## src/rtl/atmtx_pkg.sv

```systemverilog
// constants, types and helpers for the transmit cell fifo and counter block
package atmtx_pkg;
  localparam int CELL_BYTES = 53;
  localparam int FIFO_CELLS = 4;
  localparam logic [7:0] FIFO_BYTES = 8'(FIFO_CELLS * CELL_BYTES);
  localparam logic [7:0] EARLY_BYTES = 8'h04;
  localparam logic [5:0] LAST_BYTE = 6'(CELL_BYTES - 1);
  localparam logic [5:0] HDR_GFC_BYTE = 6'h00;
  localparam logic [5:0] HDR_PTI_BYTE = 6'h03;
  localparam logic [5:0] HDR_LAST_BYTE = 6'h04;
  localparam int TALLY_W = 19;
  localparam int CLK_MHZ = 25;
  localparam int SNAP_NS = 200;
  localparam int SNAP_CYC = (SNAP_NS * CLK_MHZ + 999) / 1000;
  localparam int SNAP_W = 3;
  // register indices; byte address is four times the index
  localparam logic [7:0] IDX_GLOBAL = 8'h00;
  localparam logic [7:0] IDX_STATUS = 8'h60;
  localparam logic [7:0] IDX_IDLE_HDR = 8'h61;
  localparam logic [7:0] IDX_IDLE_PAY = 8'h62;
  localparam logic [7:0] IDX_FIFO_CTL = 8'h63;
  localparam logic [7:0] IDX_CNT_LO = 8'h64;
  localparam logic [7:0] IDX_CNT_MID = 8'h65;
  localparam logic [7:0] IDX_CNT_HI = 8'h66;
  localparam logic [7:0] IDX_CFG = 8'h67;
  localparam logic [7:0] IDX_TEST = 8'h80;
  localparam logic [7:0] RST_IDLE_HDR = 8'h00;
  localparam logic [7:0] RST_IDLE_PAY = 8'h6a;
  localparam logic [7:0] RST_CFG = 8'h08;
  localparam int STAT_IRQ_EN_BIT = 7;
  localparam int STAT_OVF_BIT = 5;
  localparam int FC_THR_LSB = 2;
  localparam int FC_EARLY_BIT = 1;
  localparam int TEST_DFLOAT_BIT = 1;
  localparam int TEST_PFLOAT_BIT = 0;
  localparam logic [6:0] STUFF_COL_A = 7'h1e;
  localparam logic [6:0] STUFF_COL_B = 7'h3b;
  localparam logic [1:0] RESP_OKAY = 2'b00;
  localparam logic [1:0] RESP_SLVERR = 2'b10;

  typedef struct packed {
    logic [3:0] flow_src;
    logic stuff_en;
    logic ptr_zero;
    logic [1:0] stuff_pat;
  } atmtx_cfg_s;

  typedef enum logic [2:0] {
    SRC_GAP = 3'b001,
    SRC_USER = 3'b010,
    SRC_FILL = 3'b100
  } atmtx_src_e;

  function automatic logic [7:0] thr_bytes(input logic [1:0] code);
    logic [2:0] n;
    n = 3'(FIFO_CELLS) - {1'b0, code};
    return 8'(n * CELL_BYTES);
  endfunction

  function automatic logic [7:0] stuff_value(input logic [1:0] code);
    return {4{code}};
  endfunction
endpackage

```

## src/rtl/atmtx_tally.sv

```systemverilog
// transmitted-cell tally with delayed snapshot
`timescale 1ns/1ps
module atmtx_tally (
  input wire logic aclk, // clock
  input wire logic aresetn, // sync reset
  input wire logic snap_req, // snapshot trigger pulse
  input wire logic cell_done, // user cell finished
  output logic [atmtx_pkg::TALLY_W-1:0] snapshot // held count
);
  localparam logic [atmtx_pkg::TALLY_W-1:0] TALLY_MAX = '1;
  logic [atmtx_pkg::SNAP_W-1:0] wait_cnt;
  logic [atmtx_pkg::TALLY_W-1:0] tally;
  logic fire;

  assign fire = (wait_cnt == atmtx_pkg::SNAP_W'(1));

  always_ff @(posedge aclk) begin
    if (!aresetn) begin
      wait_cnt <= '0;
    end else if (snap_req) begin
      wait_cnt <= atmtx_pkg::SNAP_W'(atmtx_pkg::SNAP_CYC);
    end else if (wait_cnt != '0) begin
      wait_cnt <= wait_cnt - atmtx_pkg::SNAP_W'(1);
    end
  end

  always_ff @(posedge aclk) begin
    if (!aresetn) begin
      tally <= '0;
    end else if (fire) begin
      tally <= atmtx_pkg::TALLY_W'(cell_done);
    end else if (cell_done && tally != TALLY_MAX) begin
      tally <= tally + atmtx_pkg::TALLY_W'(1);
    end
  end

  always_ff @(posedge aclk) begin
    if (!aresetn) begin
      snapshot <= '0;
    end else if (fire) begin
      snapshot <= tally;
    end
  end

  a_snap_after_delay: assert property (@(posedge aclk) disable iff (!aresetn)
    snap_req ##1 (!snap_req) [*4] |-> ##2 (snapshot == $past(tally)))
    else $error("snapshot not loaded at the expected edge");
  a_tally_restart_val: assert property (@(posedge aclk) disable iff (!aresetn)
    fire |=> (tally == atmtx_pkg::TALLY_W'($past(cell_done))))
    else $error("tally did not restart at zero or one");
  a_tally_holds_max: assert property (@(posedge aclk) disable iff (!aresetn)
    (tally == TALLY_MAX && !fire) |=> (tally == TALLY_MAX))
    else $error("tally wrapped past its maximum");
endmodule

```

## src/rtl/atmtx_cell_fifo.sv

```systemverilog
// transmit cell fifo, idle cell source, stuff/h4 control and axi4-lite registers
//
// The AXI4-Lite register port was chosen for this implementation.
`timescale 1ns/1ps
module atmtx_cell_fifo (
  input wire logic aclk, // clock
  input wire logic aresetn, // sync reset, active low
  input wire logic [11:0] s_axi_awaddr, // write address
  input wire logic s_axi_awvalid, // write address valid
  output logic s_axi_awready, // write address ready
  input wire logic [31:0] s_axi_wdata, // write data
  input wire logic [3:0] s_axi_wstrb, // write strobes
  input wire logic s_axi_wvalid, // write data valid
  output logic s_axi_wready, // write data ready
  output logic [1:0] s_axi_bresp, // write response
  output logic s_axi_bvalid, // write response valid
  input wire logic s_axi_bready, // write response ready
  input wire logic [11:0] s_axi_araddr, // read address
  input wire logic s_axi_arvalid, // read address valid
  output logic s_axi_arready, // read address ready
  output logic [31:0] s_axi_rdata, // read data
  output logic [1:0] s_axi_rresp, // read response
  output logic s_axi_rvalid, // read data valid
  input wire logic s_axi_rready, // read data ready
  input wire logic [7:0] tx_cell_byte_bus, // cell byte from writer
  input wire logic tx_cell_byte_valid, // cell byte strobe
  output logic cell_space_flag, // room for more cells
  input wire logic flow_ctl_serial_input, // serial flow control bit
  input wire logic flow_ctl_shift, // serial bit strobe
  input wire logic out_byte_req, // mapper wants a byte
  output logic [7:0] out_byte, // byte to mapper
  output logic out_byte_valid, // out_byte updated
  output logic out_byte_idle, // out_byte is idle cell
  input wire logic sts1_mode, // sts-1 framing
  input wire logic [6:0] stuff_column, // current payload column
  output logic stuff_insert, // insert stuff byte now
  output logic [7:0] stuff_byte, // stuff byte value
  input wire logic [7:0] cell_offset, // cell indicator offset
  output logic [7:0] h4_byte, // h4 byte content
  output logic overflow_irq, // overflow interrupt
  output logic databus_oe, // controller data bus enable
  output logic pins_oe // other pins enable
);
  // fifo storage and pointers
  logic [7:0] mem [0:atmtx_pkg::FIFO_BYTES-1];
  logic [7:0] wr_ptr, rd_ptr, fill;
  logic [5:0] wr_idx, rd_idx;
  logic [2:0] full_cells;
  atmtx_pkg::atmtx_src_e src, next_src;
  // registers
  logic overflow_irq_enable, overflow_flag, early_deassert_select, databus_float, pins_float;
  logic [7:0] idle_hdr, idle_pay;
  logic [1:0] fill_threshold_select;
  atmtx_pkg::atmtx_cfg_s cfg;
  logic [3:0] gfc_serial, gfc_base;
  logic [atmtx_pkg::TALLY_W-1:0] snapshot;
  // bus slave state
  logic aw_held, w_held, aw_ok, wr_lane, do_write, ar_fire, ar_ok;
  logic [7:0] aw_idx, wr_data, ar_idx;
  // datapath helpers
  logic wr_accept, wr_refused, rd_take, cur_user, cell_start, cell_done, snap_req, status_clear;
  logic [7:0] thr, next_byte;

  function automatic logic reg_mapped(input logic [11:0] addr);
    logic [7:0] idx;
    idx = addr[9:2];
    return (addr[11:10] == 2'b00) && (addr[1:0] == 2'b00) &&
           (idx == atmtx_pkg::IDX_GLOBAL || (idx >= atmtx_pkg::IDX_STATUS && idx <= atmtx_pkg::IDX_CFG) ||
            idx == atmtx_pkg::IDX_TEST);
  endfunction

  // ---- axi4-lite slave ----
  assign s_axi_awready = !aw_held && !s_axi_bvalid;
  assign s_axi_wready = !w_held && !s_axi_bvalid;
  assign s_axi_arready = !s_axi_rvalid;
  assign do_write = aw_held && w_held && !s_axi_bvalid;
  assign ar_fire = s_axi_arvalid && s_axi_arready;
  assign ar_idx = s_axi_araddr[9:2];
  assign ar_ok = reg_mapped(s_axi_araddr);

  always_ff @(posedge aclk) begin
    if (!aresetn) begin
      aw_held <= 1'b0;
      aw_idx <= 8'h00;
      aw_ok <= 1'b0;
    end else if (s_axi_awvalid && s_axi_awready) begin
      aw_held <= 1'b1;
      aw_idx <= s_axi_awaddr[9:2];
      aw_ok <= reg_mapped(s_axi_awaddr);
    end else if (do_write) begin
      aw_held <= 1'b0;
    end
  end

  always_ff @(posedge aclk) begin
    if (!aresetn) begin
      w_held <= 1'b0;
      wr_data <= 8'h00;
      wr_lane <= 1'b0;
    end else if (s_axi_wvalid && s_axi_wready) begin
      w_held <= 1'b1;
      wr_data <= s_axi_wdata[7:0];
      wr_lane <= s_axi_wstrb[0];
    end else if (do_write) begin
      w_held <= 1'b0;
    end
  end

  always_ff @(posedge aclk) begin
    if (!aresetn) begin
      s_axi_bvalid <= 1'b0;
      s_axi_bresp <= atmtx_pkg::RESP_OKAY;
    end else if (do_write) begin
      s_axi_bvalid <= 1'b1;
      s_axi_bresp <= aw_ok ? atmtx_pkg::RESP_OKAY : atmtx_pkg::RESP_SLVERR;
    end else if (s_axi_bready) begin
      s_axi_bvalid <= 1'b0;
    end
  end

  // writable registers
  always_ff @(posedge aclk) begin
    if (!aresetn) begin
      overflow_irq_enable <= 1'b0;
      idle_hdr <= atmtx_pkg::RST_IDLE_HDR;
      idle_pay <= atmtx_pkg::RST_IDLE_PAY;
      fill_threshold_select <= 2'b00;
      early_deassert_select <= 1'b0;
      cfg <= atmtx_pkg::RST_CFG;
      databus_float <= 1'b0;
      pins_float <= 1'b0;
    end else if (do_write && aw_ok && wr_lane) begin
      unique case (aw_idx)
        atmtx_pkg::IDX_STATUS: overflow_irq_enable <= wr_data[atmtx_pkg::STAT_IRQ_EN_BIT];
        atmtx_pkg::IDX_IDLE_HDR: idle_hdr <= wr_data;
        atmtx_pkg::IDX_IDLE_PAY: idle_pay <= wr_data;
        atmtx_pkg::IDX_FIFO_CTL: begin
          fill_threshold_select <= wr_data[atmtx_pkg::FC_THR_LSB +: 2];
          early_deassert_select <= wr_data[atmtx_pkg::FC_EARLY_BIT];
        end
        atmtx_pkg::IDX_CFG: cfg <= wr_data;
        atmtx_pkg::IDX_TEST: begin
          databus_float <= wr_data[atmtx_pkg::TEST_DFLOAT_BIT];
          pins_float <= wr_data[atmtx_pkg::TEST_PFLOAT_BIT];
        end
        default: ;
      endcase
    end
  end

  assign snap_req = do_write && aw_ok && (aw_idx == atmtx_pkg::IDX_GLOBAL || aw_idx == atmtx_pkg::IDX_CNT_LO ||
                    aw_idx == atmtx_pkg::IDX_CNT_MID || aw_idx == atmtx_pkg::IDX_CNT_HI);

  // read path; a floated data bus answers slverr with zero data
  always_ff @(posedge aclk) begin
    if (!aresetn) begin
      s_axi_rvalid <= 1'b0;
      s_axi_rdata <= 32'h0000_0000;
      s_axi_rresp <= atmtx_pkg::RESP_OKAY;
    end else if (ar_fire) begin
      s_axi_rvalid <= 1'b1;
      s_axi_rresp <= (ar_ok && !databus_float) ? atmtx_pkg::RESP_OKAY : atmtx_pkg::RESP_SLVERR;
      s_axi_rdata <= 32'h0000_0000;
      if (ar_ok && !databus_float) begin
        unique case (ar_idx)
          atmtx_pkg::IDX_STATUS: begin
            s_axi_rdata[atmtx_pkg::STAT_IRQ_EN_BIT] <= overflow_irq_enable;
            s_axi_rdata[atmtx_pkg::STAT_OVF_BIT] <= overflow_flag;
          end
          atmtx_pkg::IDX_IDLE_HDR: s_axi_rdata[7:0] <= idle_hdr;
          atmtx_pkg::IDX_IDLE_PAY: s_axi_rdata[7:0] <= idle_pay;
          atmtx_pkg::IDX_FIFO_CTL: begin
            s_axi_rdata[atmtx_pkg::FC_THR_LSB +: 2] <= fill_threshold_select;
            s_axi_rdata[atmtx_pkg::FC_EARLY_BIT] <= early_deassert_select;
          end
          atmtx_pkg::IDX_CNT_LO: s_axi_rdata[7:0] <= snapshot[7:0];
          atmtx_pkg::IDX_CNT_MID: s_axi_rdata[7:0] <= snapshot[15:8];
          atmtx_pkg::IDX_CNT_HI: s_axi_rdata[2:0] <= snapshot[18:16];
          atmtx_pkg::IDX_CFG: s_axi_rdata[7:0] <= cfg;
          atmtx_pkg::IDX_TEST: s_axi_rdata[atmtx_pkg::TEST_PFLOAT_BIT] <= pins_float;
          default: ;
        endcase
      end
    end else if (s_axi_rready) begin
      s_axi_rvalid <= 1'b0;
    end
  end

  // ---- overflow flag; a new overflow wins over the read clear ----
  assign status_clear = ar_fire && ar_ok && !databus_float && ar_idx == atmtx_pkg::IDX_STATUS;

  always_ff @(posedge aclk) begin
    if (!aresetn) begin
      overflow_flag <= 1'b0;
    end else if (wr_refused) begin
      overflow_flag <= 1'b1;
    end else if (status_clear) begin
      overflow_flag <= 1'b0;
    end
  end

  assign overflow_irq = overflow_flag && overflow_irq_enable;

  // ---- fifo write side ----
  assign wr_accept = tx_cell_byte_valid && fill != atmtx_pkg::FIFO_BYTES;
  assign wr_refused = tx_cell_byte_valid && fill == atmtx_pkg::FIFO_BYTES;

  always_ff @(posedge aclk) begin
    if (wr_accept) begin
      mem[wr_ptr] <= tx_cell_byte_bus;
    end
  end

  always_ff @(posedge aclk) begin
    if (!aresetn) begin
      wr_ptr <= 8'h00;
      wr_idx <= 6'h00;
    end else if (wr_accept) begin
      wr_ptr <= (wr_ptr == atmtx_pkg::FIFO_BYTES - 8'h01) ? 8'h00 : wr_ptr + 8'h01;
      wr_idx <= (wr_idx == atmtx_pkg::LAST_BYTE) ? 6'h00 : wr_idx + 6'h01;
    end
  end

  always_ff @(posedge aclk) begin
    if (!aresetn) begin
      fill <= 8'h00;
    end else begin
      fill <= fill + 8'(wr_accept) - 8'(rd_take);
    end
  end

  always_ff @(posedge aclk) begin
    if (!aresetn) begin
      full_cells <= 3'h0;
    end else begin
      full_cells <= full_cells + 3'(wr_accept && wr_idx == atmtx_pkg::LAST_BYTE) - 3'(cell_start);
    end
  end

  // threshold moves only the flag, never the capacity
  assign thr = atmtx_pkg::thr_bytes(fill_threshold_select);
  assign cell_space_flag = early_deassert_select ? (fill < thr - atmtx_pkg::EARLY_BYTES) : (fill < thr);

  // ---- read side: user cell or idle cell ----
  assign cur_user = (src == atmtx_pkg::SRC_USER) || (src == atmtx_pkg::SRC_GAP && full_cells != 3'h0);
  assign cell_start = out_byte_req && src == atmtx_pkg::SRC_GAP && full_cells != 3'h0;
  assign rd_take = out_byte_req && cur_user;
  assign cell_done = rd_take && rd_idx == atmtx_pkg::LAST_BYTE;

  always_comb begin
    next_src = src;
    if (out_byte_req) begin
      if (rd_idx == atmtx_pkg::LAST_BYTE) begin
        next_src = atmtx_pkg::SRC_GAP;
      end else begin
        next_src = cur_user ? atmtx_pkg::SRC_USER : atmtx_pkg::SRC_FILL;
      end
    end
  end

  always_ff @(posedge aclk) begin
    if (!aresetn) begin
      src <= atmtx_pkg::SRC_GAP;
      rd_idx <= 6'h00;
      rd_ptr <= 8'h00;
    end else begin
      src <= next_src;
      if (out_byte_req) begin
        rd_idx <= (rd_idx == atmtx_pkg::LAST_BYTE) ? 6'h00 : rd_idx + 6'h01;
      end
      if (rd_take) begin
        rd_ptr <= (rd_ptr == atmtx_pkg::FIFO_BYTES - 8'h01) ? 8'h00 : rd_ptr + 8'h01;
      end
    end
  end

  always_ff @(posedge aclk) begin
    if (!aresetn) begin
      gfc_serial <= 4'h0;
    end else if (flow_ctl_shift) begin
      gfc_serial <= {gfc_serial[2:0], flow_ctl_serial_input};
    end
  end

  always_comb begin
    gfc_base = cur_user ? mem[rd_ptr][7:4] : idle_hdr[7:4];
    next_byte = 8'h00;
    if (cur_user) begin
      next_byte = mem[rd_ptr];
    end else if (rd_idx == atmtx_pkg::HDR_PTI_BYTE) begin
      next_byte = {4'h0, idle_hdr[3:0]};
    end else if (rd_idx > atmtx_pkg::HDR_LAST_BYTE) begin
      next_byte = idle_pay;
    end
    if (rd_idx == atmtx_pkg::HDR_GFC_BYTE) begin
      next_byte[7:4] = (cfg.flow_src & gfc_serial) | (~cfg.flow_src & gfc_base);
    end
  end

  always_ff @(posedge aclk) begin
    if (!aresetn) begin
      out_byte <= 8'h00;
      out_byte_valid <= 1'b0;
      out_byte_idle <= 1'b0;
    end else begin
      out_byte_valid <= out_byte_req;
      if (out_byte_req) begin
        out_byte <= next_byte;
        out_byte_idle <= !cur_user;
      end
    end
  end

  atmtx_tally u_tally (
    .aclk(aclk),
    .aresetn(aresetn),
    .snap_req(snap_req),
    .cell_done(cell_done),
    .snapshot(snapshot)
  );

  // ---- stuff columns, h4 and float enables ----
  always_ff @(posedge aclk) begin
    if (!aresetn) begin
      stuff_insert <= 1'b0;
      stuff_byte <= 8'h00;
      h4_byte <= 8'h00;
      databus_oe <= 1'b0;
      pins_oe <= 1'b0;
    end else begin
      stuff_insert <= cfg.stuff_en && sts1_mode &&
                      (stuff_column == atmtx_pkg::STUFF_COL_A || stuff_column == atmtx_pkg::STUFF_COL_B);
      stuff_byte <= atmtx_pkg::stuff_value(cfg.stuff_pat);
      h4_byte <= cfg.ptr_zero ? 8'h00 : cell_offset;
      databus_oe <= !databus_float;
      pins_oe <= !pins_float;
    end
  end

  a_fifo_cap_hold: assert property (@(posedge aclk) disable iff (!aresetn)
    (tx_cell_byte_valid && fill == atmtx_pkg::FIFO_BYTES && !out_byte_req) |=> (fill == atmtx_pkg::FIFO_BYTES))
    else $error("fifo grew beyond four cells");
  a_ovf_when_full: assert property (@(posedge aclk) disable iff (!aresetn)
    $rose(overflow_flag) |-> $past(tx_cell_byte_valid && fill == atmtx_pkg::FIFO_BYTES))
    else $error("overflow raised without a write into a full fifo");
  a_space_flag_level: assert property (@(posedge aclk) disable iff (!aresetn)
    (!early_deassert_select && fill_threshold_select == 2'b11 && fill == 8'h35) |-> !cell_space_flag)
    else $error("cell space flag high at one full cell");
  a_early_deassert: assert property (@(posedge aclk) disable iff (!aresetn)
    (early_deassert_select && fill_threshold_select == 2'b00 && fill == 8'hd0) |-> !cell_space_flag)
    else $error("early deassert missed four bytes before full");
  a_ovf_read_clear: assert property (@(posedge aclk) disable iff (!aresetn)
    (status_clear && !wr_refused) |=> !overflow_flag ##1 (overflow_flag == $past(wr_refused)))
    else $error("status read did not clear overflow");
  a_idle_no_cell: assert property (@(posedge aclk) disable iff (!aresetn)
    (out_byte_req && src == atmtx_pkg::SRC_GAP && full_cells == 3'h0) |=> out_byte_idle && out_byte_valid)
    else $error("user byte sent with no complete cell");
  a_gfc_serial_src: assert property (@(posedge aclk) disable iff (!aresetn)
    (out_byte_req && rd_idx == 6'h00) |=>
      ((out_byte[7:4] & $past(cfg.flow_src)) == ($past(gfc_serial) & $past(cfg.flow_src))))
    else $error("flow bits not taken from serial input");
  a_stuff_column: assert property (@(posedge aclk) disable iff (!aresetn)
    (sts1_mode && stuff_column == 7'h3b) |=> (stuff_insert == $past(cfg.stuff_en)))
    else $error("stuff column 59 mishandled");
  a_stuff_pattern: assert property (@(posedge aclk) disable iff (!aresetn)
    (cfg.stuff_pat == 2'b10) [*2] |-> (stuff_byte == 8'haa))
    else $error("stuff pattern 10 not aa");
  a_h4_forced_zero: assert property (@(posedge aclk) disable iff (!aresetn)
    cfg.ptr_zero |=> (h4_byte == 8'h00))
    else $error("h4 not zero with pointer byte zero set");
  a_read_blocked: assert property (@(posedge aclk) disable iff (!aresetn)
    (ar_fire && databus_float) |=> (s_axi_rresp == atmtx_pkg::RESP_SLVERR && s_axi_rdata == 32'h0000_0000))
    else $error("read not blocked while data bus floats");
endmodule

```

## config.mk

```make
export PLATFORM = sky130hd
export DESIGN_NAME = atmtx_cell_fifo
export DESIGN_NICKNAME = d
export VERILOG_FILES = /design/src/rtl/atmtx_pkg.sv /design/src/rtl/atmtx_tally.sv /design/src/rtl/atmtx_cell_fifo.sv
export SDC_FILE = /design/constraint.sdc
export NUM_CORES = 2
export LEC_CHECK = 0
export BUFFER_PORTS_ARGS = -buffer_cell sky130_fd_sc_hd__buf_2
export CAP_MARGIN = 20
export CORE_MARGIN = 1.5
export CORE_UTILIZATION = 45
export CTS_CLUSTER_DIAMETER = 30
export DETAILED_ROUTE_END_ITERATION = 12
export SYNTH_ARGS = -nofsm -noshare
export SYNTH_HDL_FRONTEND = slang
export SYNTH_SLANG_ARGS = --single-unit
```

## constraint.sdc

```tcl
create_clock -name aclk -period 8.46 [get_ports aclk]
set_input_delay 1.692 -clock aclk [delete_from_list [all_inputs] [get_ports aclk]]
set_output_delay 1.692 -clock aclk [all_outputs]
set_load 0.01 [all_outputs]
```

# Yosys cells after proc, flatten, opt, wreduce, memory -nomap -nowiden
# Memories as Yosys holds them, arrays and structs flattened. A register that Yosys moved wholly into a read port is not among the register bits.
# Index checks and enable logic that the tools add are counted.
# totals
regBits	181
ram_bits	1696
in_bits	95
output_inout_bits	72
word_cells	215
n_memories	1
# classes
add_sub_neg	12
multipliers	1
n_lt_le_gt_ge	7
eq_ne	32
n_mux	39
bitwise_logic	5
reduce_logical	74
# memory_table
memory	depth	word_bits	rd	rd_ports_with_merged_regs	write_ports	line	rtl
mem	212	8	1	1	1	atmtx_cell_fifo.sv:45	logic [7:0] mem [0:atmtx_pkg::FIFO_BYTES-1];
# op_table
operator	count
$eq A8 B7 Y1 const B	16
$mux W8	8
$eq A8 B8 Y1 const B	6
$logic_and A1 B1 Y1	32
$logic_not A8 Y1	3
$add A19 B1 Y19 const B	1
$ne A19 B19 Y1 const B	1
$pmux W1 S6	3
$add A8 B1 Y8 const B	2
$ge A8 B7 Y1 const B	2
$le A8 B7 Y1 const B	2
$lt A8 B8 Y1	2
$mux W1	14
$pmux W2 S7	1
$reduce_bool A2 Y1	7
$add A6 B1 Y6 const B	2
$eq A6 B6 Y1 const B	2
$mux W3	4
$mux W6	2
$reduce_and A2 Y1	6
$pmux W1 S5	2
$logic_or A1 B1 Y1	9
$add A8 B1 Y8	1
$and A4 B4 Y4	2
other kinds (25)	40

# Longest topological paths before layout
# logic_depth
word_depth	10
depth_mapped	21
ltp_nobuf	19

# Modules after synthesis
# From an unflattened synthesis, not the netlist that was laid out.
# unflattened
cells_unflattened	4087
hier_area_um2	74505.2
# modules_own_cells
mod	n_inst	cells_each	area_each_um2	seq_area_each_um2
atmtx_cell_fifo	1	3871	72679.7	53731.5
atmtx_tally	1	216	1825.5	820.8

# Worst setup path after synthesis
# No wires, ideal clock.
# synth_path
path_type	input -> register
from	input port out_byte_req
to	register fill[6]
setup_time_ps	115
arrival_ps	4422
t_required_ps	8345
slack_ps	3923
path_stages	19
n_path_buf	3
path_cell_list	buf_2 > inv_1 > or3_1 > clkbuf_1 > inv_1 > clkbuf_1 > ha_1 > inv_1 > ha_1 > inv_1 > fa_1 > nor2b_1 > o21ai_0 > nand2b_1 > a21oi_1 > nor2_1 > nor2_1 > xnor2_1 > and2_1
# synth_via
elab_chain_cells	2
# synth_rtl
item	line	rtl
start, declared	atmtx_cell_fifo.sv:30	input wire logic out_byte_req,
$logic_and A1 B1 Y1	atmtx_cell_fifo.sv:247	assign rd_take = out_byte_req && cur_user;
named net rd_take	atmtx_cell_fifo.sv:61	logic wr_accept, wr_refused, rd_take, cur_user, cell_start, cell_done, snap_req, status_clear;
$sub A8 B1 Y8	atmtx_cell_fifo.sv:228	fill <= fill + 8'(wr_accept) - 8'(rd_take);
end signal, assigned	atmtx_cell_fifo.sv:228	
end, declared	atmtx_cell_fifo.sv:46	logic [7:0] wr_ptr, rd_ptr, fill;
# The timed path passes the listed nets, and every way through them passes these cells.
# A chain may end at the register's enable or synchronous reset.

# Worst setup path after layout
# layout_path
from	register fill_threshold_select[0]
to	output port cell_space_flag
# layout_via
elab_chain_cells	5
word_cells_on_any_way	6
cone_classes	2 x add/sub; 1 x mul; 2 x order compare; 1 x mux
# layout_rtl
item	line	rtl
start, declared	atmtx_cell_fifo.sv:53	logic [1:0] fill_threshold_select;
start signal, assigned	atmtx_cell_fifo.sv:138	fill_threshold_select <= wr_data[atmtx_pkg::FC_THR_LSB +: 2];
$sub A3 B2 Y3 *	atmtx_pkg.sv:56	n = 3'(FIFO_CELLS) - {1'b0, code};
$mul A3 B6 Y8 *	atmtx_pkg.sv:57	return 8'(n * CELL_BYTES);
$sub A8 B3 Y8	atmtx_cell_fifo.sv:242	assign cell_space_flag = early_deassert_select ? (fill < thr - atmtx_pkg::EARLY_BYTES) : (fill < thr);
$lt A8 B8 Y1	atmtx_cell_fifo.sv:242	
$mux W1 *	atmtx_cell_fifo.sv:242	
end, declared	atmtx_cell_fifo.sv:27	output logic cell_space_flag,
# Every way passes the cells marked *; elsewhere a longest branch is shown, timed or not.

==> impl_metrics.csv <==
group,metric,value,unit
timing,fin_crit,5.30,ns
clock_tree,cts_hold_buf,0,
floorplanning,die_x,410,um
grt,grt_overflow,0,
place,place.port_buffers,113,
worst_setup_path,startpoint_type,"flop",
worst_hold_path,hp-start,"u_tally.snapshot[1]",
pwr,irDropWorstVdd,0.276,mV
timing,rsz0062_at_grt,"false",
timing,final_max_slew_viol_count,0,
synthesis,synth_top_family_by_area,"multiplexers",
layout,final_layout_size_suffix_gt1_share,26.3,%
timing,finClkSkew,0.0481,ns
grt,grt_max_degree,136,
synthesis,async_flop_share,0,%
grt,grt_pass1_wl,279000,um
timing,period_share,62.6,%
synthesis,synth_area_leaders,"edfxtp_1 68%, mux4_2 12%, dfxtp_1 4.9%",
clock_tree,cts_buffer_depth,4,
drt,drc_errors,0,
clock_tree,cts.sinks,1877,
synthesis,yosys.area_share.adder,0.708,%
timing,finalHoldViolCount,0,
outcome,outcome,"completed",
layout,antenna_cells,0,
worst_setup_path,cp_max_fo,7,
clock_tree,insertion_delay,0.93,ns
synthesis,ys_ff_latch,1877,
synthesis,synth_compound_area_share,3.67,%
floorplanning,num_rows,149,
floorplanning,fp.dieH,410,um
clock_tree,cts_buffers,379,
synthesis,yosysTopAreaCellShare,68.3,%
worst_hold_path,hold_path.class,"flop to flop",
drt,final_antenna_net_count,0,
synthesis,yosys.area_share.simple,5.23,%
synthesis,syn_area_per_cell,18.3,um^2
synthesis,yosysWarnings,0,
worst_setup_path,required,6.77,ns
layout,area_growth_syn_to_layout,21.0,%
synthesis,synthMuxAreaShare,14.6,%
clock_tree,post_cts_resized,0,
layout,final_core_util,54.8,%
synthesis,synth-xor-area-share,0.517,%
floorplanning,io_pins,167,
clock_tree,cts.htree.levels,5,
worst_setup_path,path_class,"flop to output port",
drt,post_drt_wl_per_cell,27.8,um
timing,worst_slew_pin_slew,1.27,ns
grt,grt_pass1_vias,40500,
run,cap_viol_max_count,0,
synthesis,yosysTopAreaCell,"edfxtp_1",
worst_setup_path,cp-end-kind,"output port",
place,dpl.cell_count,6230,
synthesis,syn_area,74600,um^2
drt,first_pass_iters,6,
pwr,power_density,297,nW/um^2
place,globalplace.congestion,0.829,
timing,setup_viol,0,
worst_setup_path,crit_arrival,3.60,ns
floorplanning,initial_utilization,45.3,%
timing,max_slew_margin,14.3,%
grt,track_usage,22.9,%
synthesis,ys_types,73,
timing,finalSetupTns,0,ns
synthesis,synth_cells,4088,
drt,vias_per_cell,5.77,
pwr,p_leak,28.9,nW
clock_tree,cts_tree,"yes",
clock_tree,post_cts_buffers,0,
place,dp_hpwl,114000,um
floorplanning,die-area,168000,um^2
layout,final_nets,4558,
layout,layout.cells.non_filler,6908,
clock_tree,clk_pin_slew,0.05,ns
drt,vias,39900,
floorplanning,fp.coreArea,165000,um^2
clock_tree,clock-root-buffer,"clkbuf_16",
timing,clock.fmax,0.189,GHz
synthesis,synth-seq-area-share,73.1,%
drt,routed_wl,192000,um
synthesis,synth_enable_flop_cells,1696,
worst_setup_path,crit_path_start,"fill_threshold_select[0]",
layout,fillCellCount,12600,
drt,drt_iter0_drc,4149,
synthesis,synthFlopType,"edfxtp_1",
grt,antenna_found_initial,5,
state kept, by name, summed over array words and instances, names as in the netlist, 8 cells and up, named ones only:
name / cells
aw_idx: 8
cfg: 8
fill: 8
h4_byte: 8
idle_hdr: 8
idle_pay: 8
mem: 1696
out_byte: 8
rd_ptr: 8
s_axi_rdata: 8
u_tally.snapshot: 19
u_tally.tally: 19
wr_data: 8
wr_ptr: 8
cell families (layout without fill, tap and decap cells):
family                   count (synthesis)  in the layout
flip-flops                            1877           1877
AND/OR/NAND/NOR                        854            854
multiplexers                           574            574
AO/OA/AOI/OAI                          399            399
buffers and inverters                  298            904
XOR/XNOR                                44             44
adder cells (fa/ha/maj)                 41             41
other                                    1             26
cells in the final DEF (no fill, tap or decap), types with 45 or more instances in the layout:
master,n
edfxtp_1,1696
mux4_2,408
clkbuf_16,388
nor2_1,331
nand2_1,216
dfxtp_1,175
mux2i_1,152
buf_2,104
nor2b_1,68
buf_4,67
a21oi_1,64
nand3_1,60
a22oi_1,58
bufinv_16,58
o21ai_0,55
clkinv_2,52
clkinv_1,49
a21boi_0,45
metrics by stage:
stage | power, W | hold slack [ns] | instance area [um^2] | setup WS, ns
finish | 0.0268 | 0.463 | 90200 | 3.16
global route | 0.0275 | 0.493 | 90200 | 2.86
CTS | 0.0269 | 0.465 | 90200 | 3.06
detailed placement | 0.0119 | 0.455 | 77300 | 3.06
global placement | 0.0119 | 0.452 | 77300 | 3.10
floorplan | 0.0115 | 0.413 | 74700 | 3.92
final timing paths:
kind                                            end  slack (ns)  cells past startpoint
worst min register to register  u_tally.snapshot[1]        0.46                      2
worst max-delay path                cell_space_flag        3.16                     12
worst min-delay path            u_tally.snapshot[1]        0.46                      2
worst max register to register          out_byte[3]        3.74                      8
final cells by class:
class                           count  area (um^2)  share of cell area [%]
Inverter                           41          155                   0.172
Timing Repair Buffer              185         1230                    1.37
Clock inverter                    271         3180                    3.53
Sequential cell                  1877        54600                    60.5
Clock buffer                      407         9790                    10.8
Tap cell                         2189         2740                    3.03
Multi-Input combinational cell   1938        18600                    20.6
synthesized netlist by cell type, types with 18 or more instances:
cell type     n
mux2i_1     152
nor3_1       34
mux4_2      408
buf_6        22
dfxtp_1     181
ha_1         39
inv_1        38
a21boi_0     45
and2_1       34
o21ai_0      55
nand2_1     216
nand4_1      25
a21oi_1      64
buf_2        54
o21ai_1      18
nand3_1      67
a221oi_1     37
xor2_1       31
a22oi_1      58
edfxtp_1   1696
nor2_1      332
clkbuf_1    115
nor2b_1      72
buf_4        51
where the power goes:
group | switching (W) | internal [W] | total (W)
combinational | 0.000852 | 0.000635 | 0.00149
sequential | 0.0000693 | 0.0102 | 0.0102
clock | 0.00490 | 0.0101 | 0.0150
total | 0.00583 | 0.0210 | 0.0268
per-layer routing:
metal / routed length, um / global-route usage [%] / vias up
met5: 12 / 0 / -
met4: 5210 / 7.19 / 2
met3: 14900 / 5.25 / 331
met2: 93000 / 36.5 / 1661
met1: 79100 / 31.4 / 20700
li1: - / - / 17100
critical path, stage by stage (launching register included):
cell,delay (ns)
dfxtp_1,0.51
inv_1,0.23
ha_1,0.37
inv_1,0.08
ha_1,0.27
a21o_1,0.17
a21o_1,0.18
a21oi_1,0.15
nor2b_1,0.06
o21ai_0,0.18
a21oi_1,0.09
o32ai_1,0.23
buf_2,0.18
Note: power is estimated with default switching activity, not from simulation.
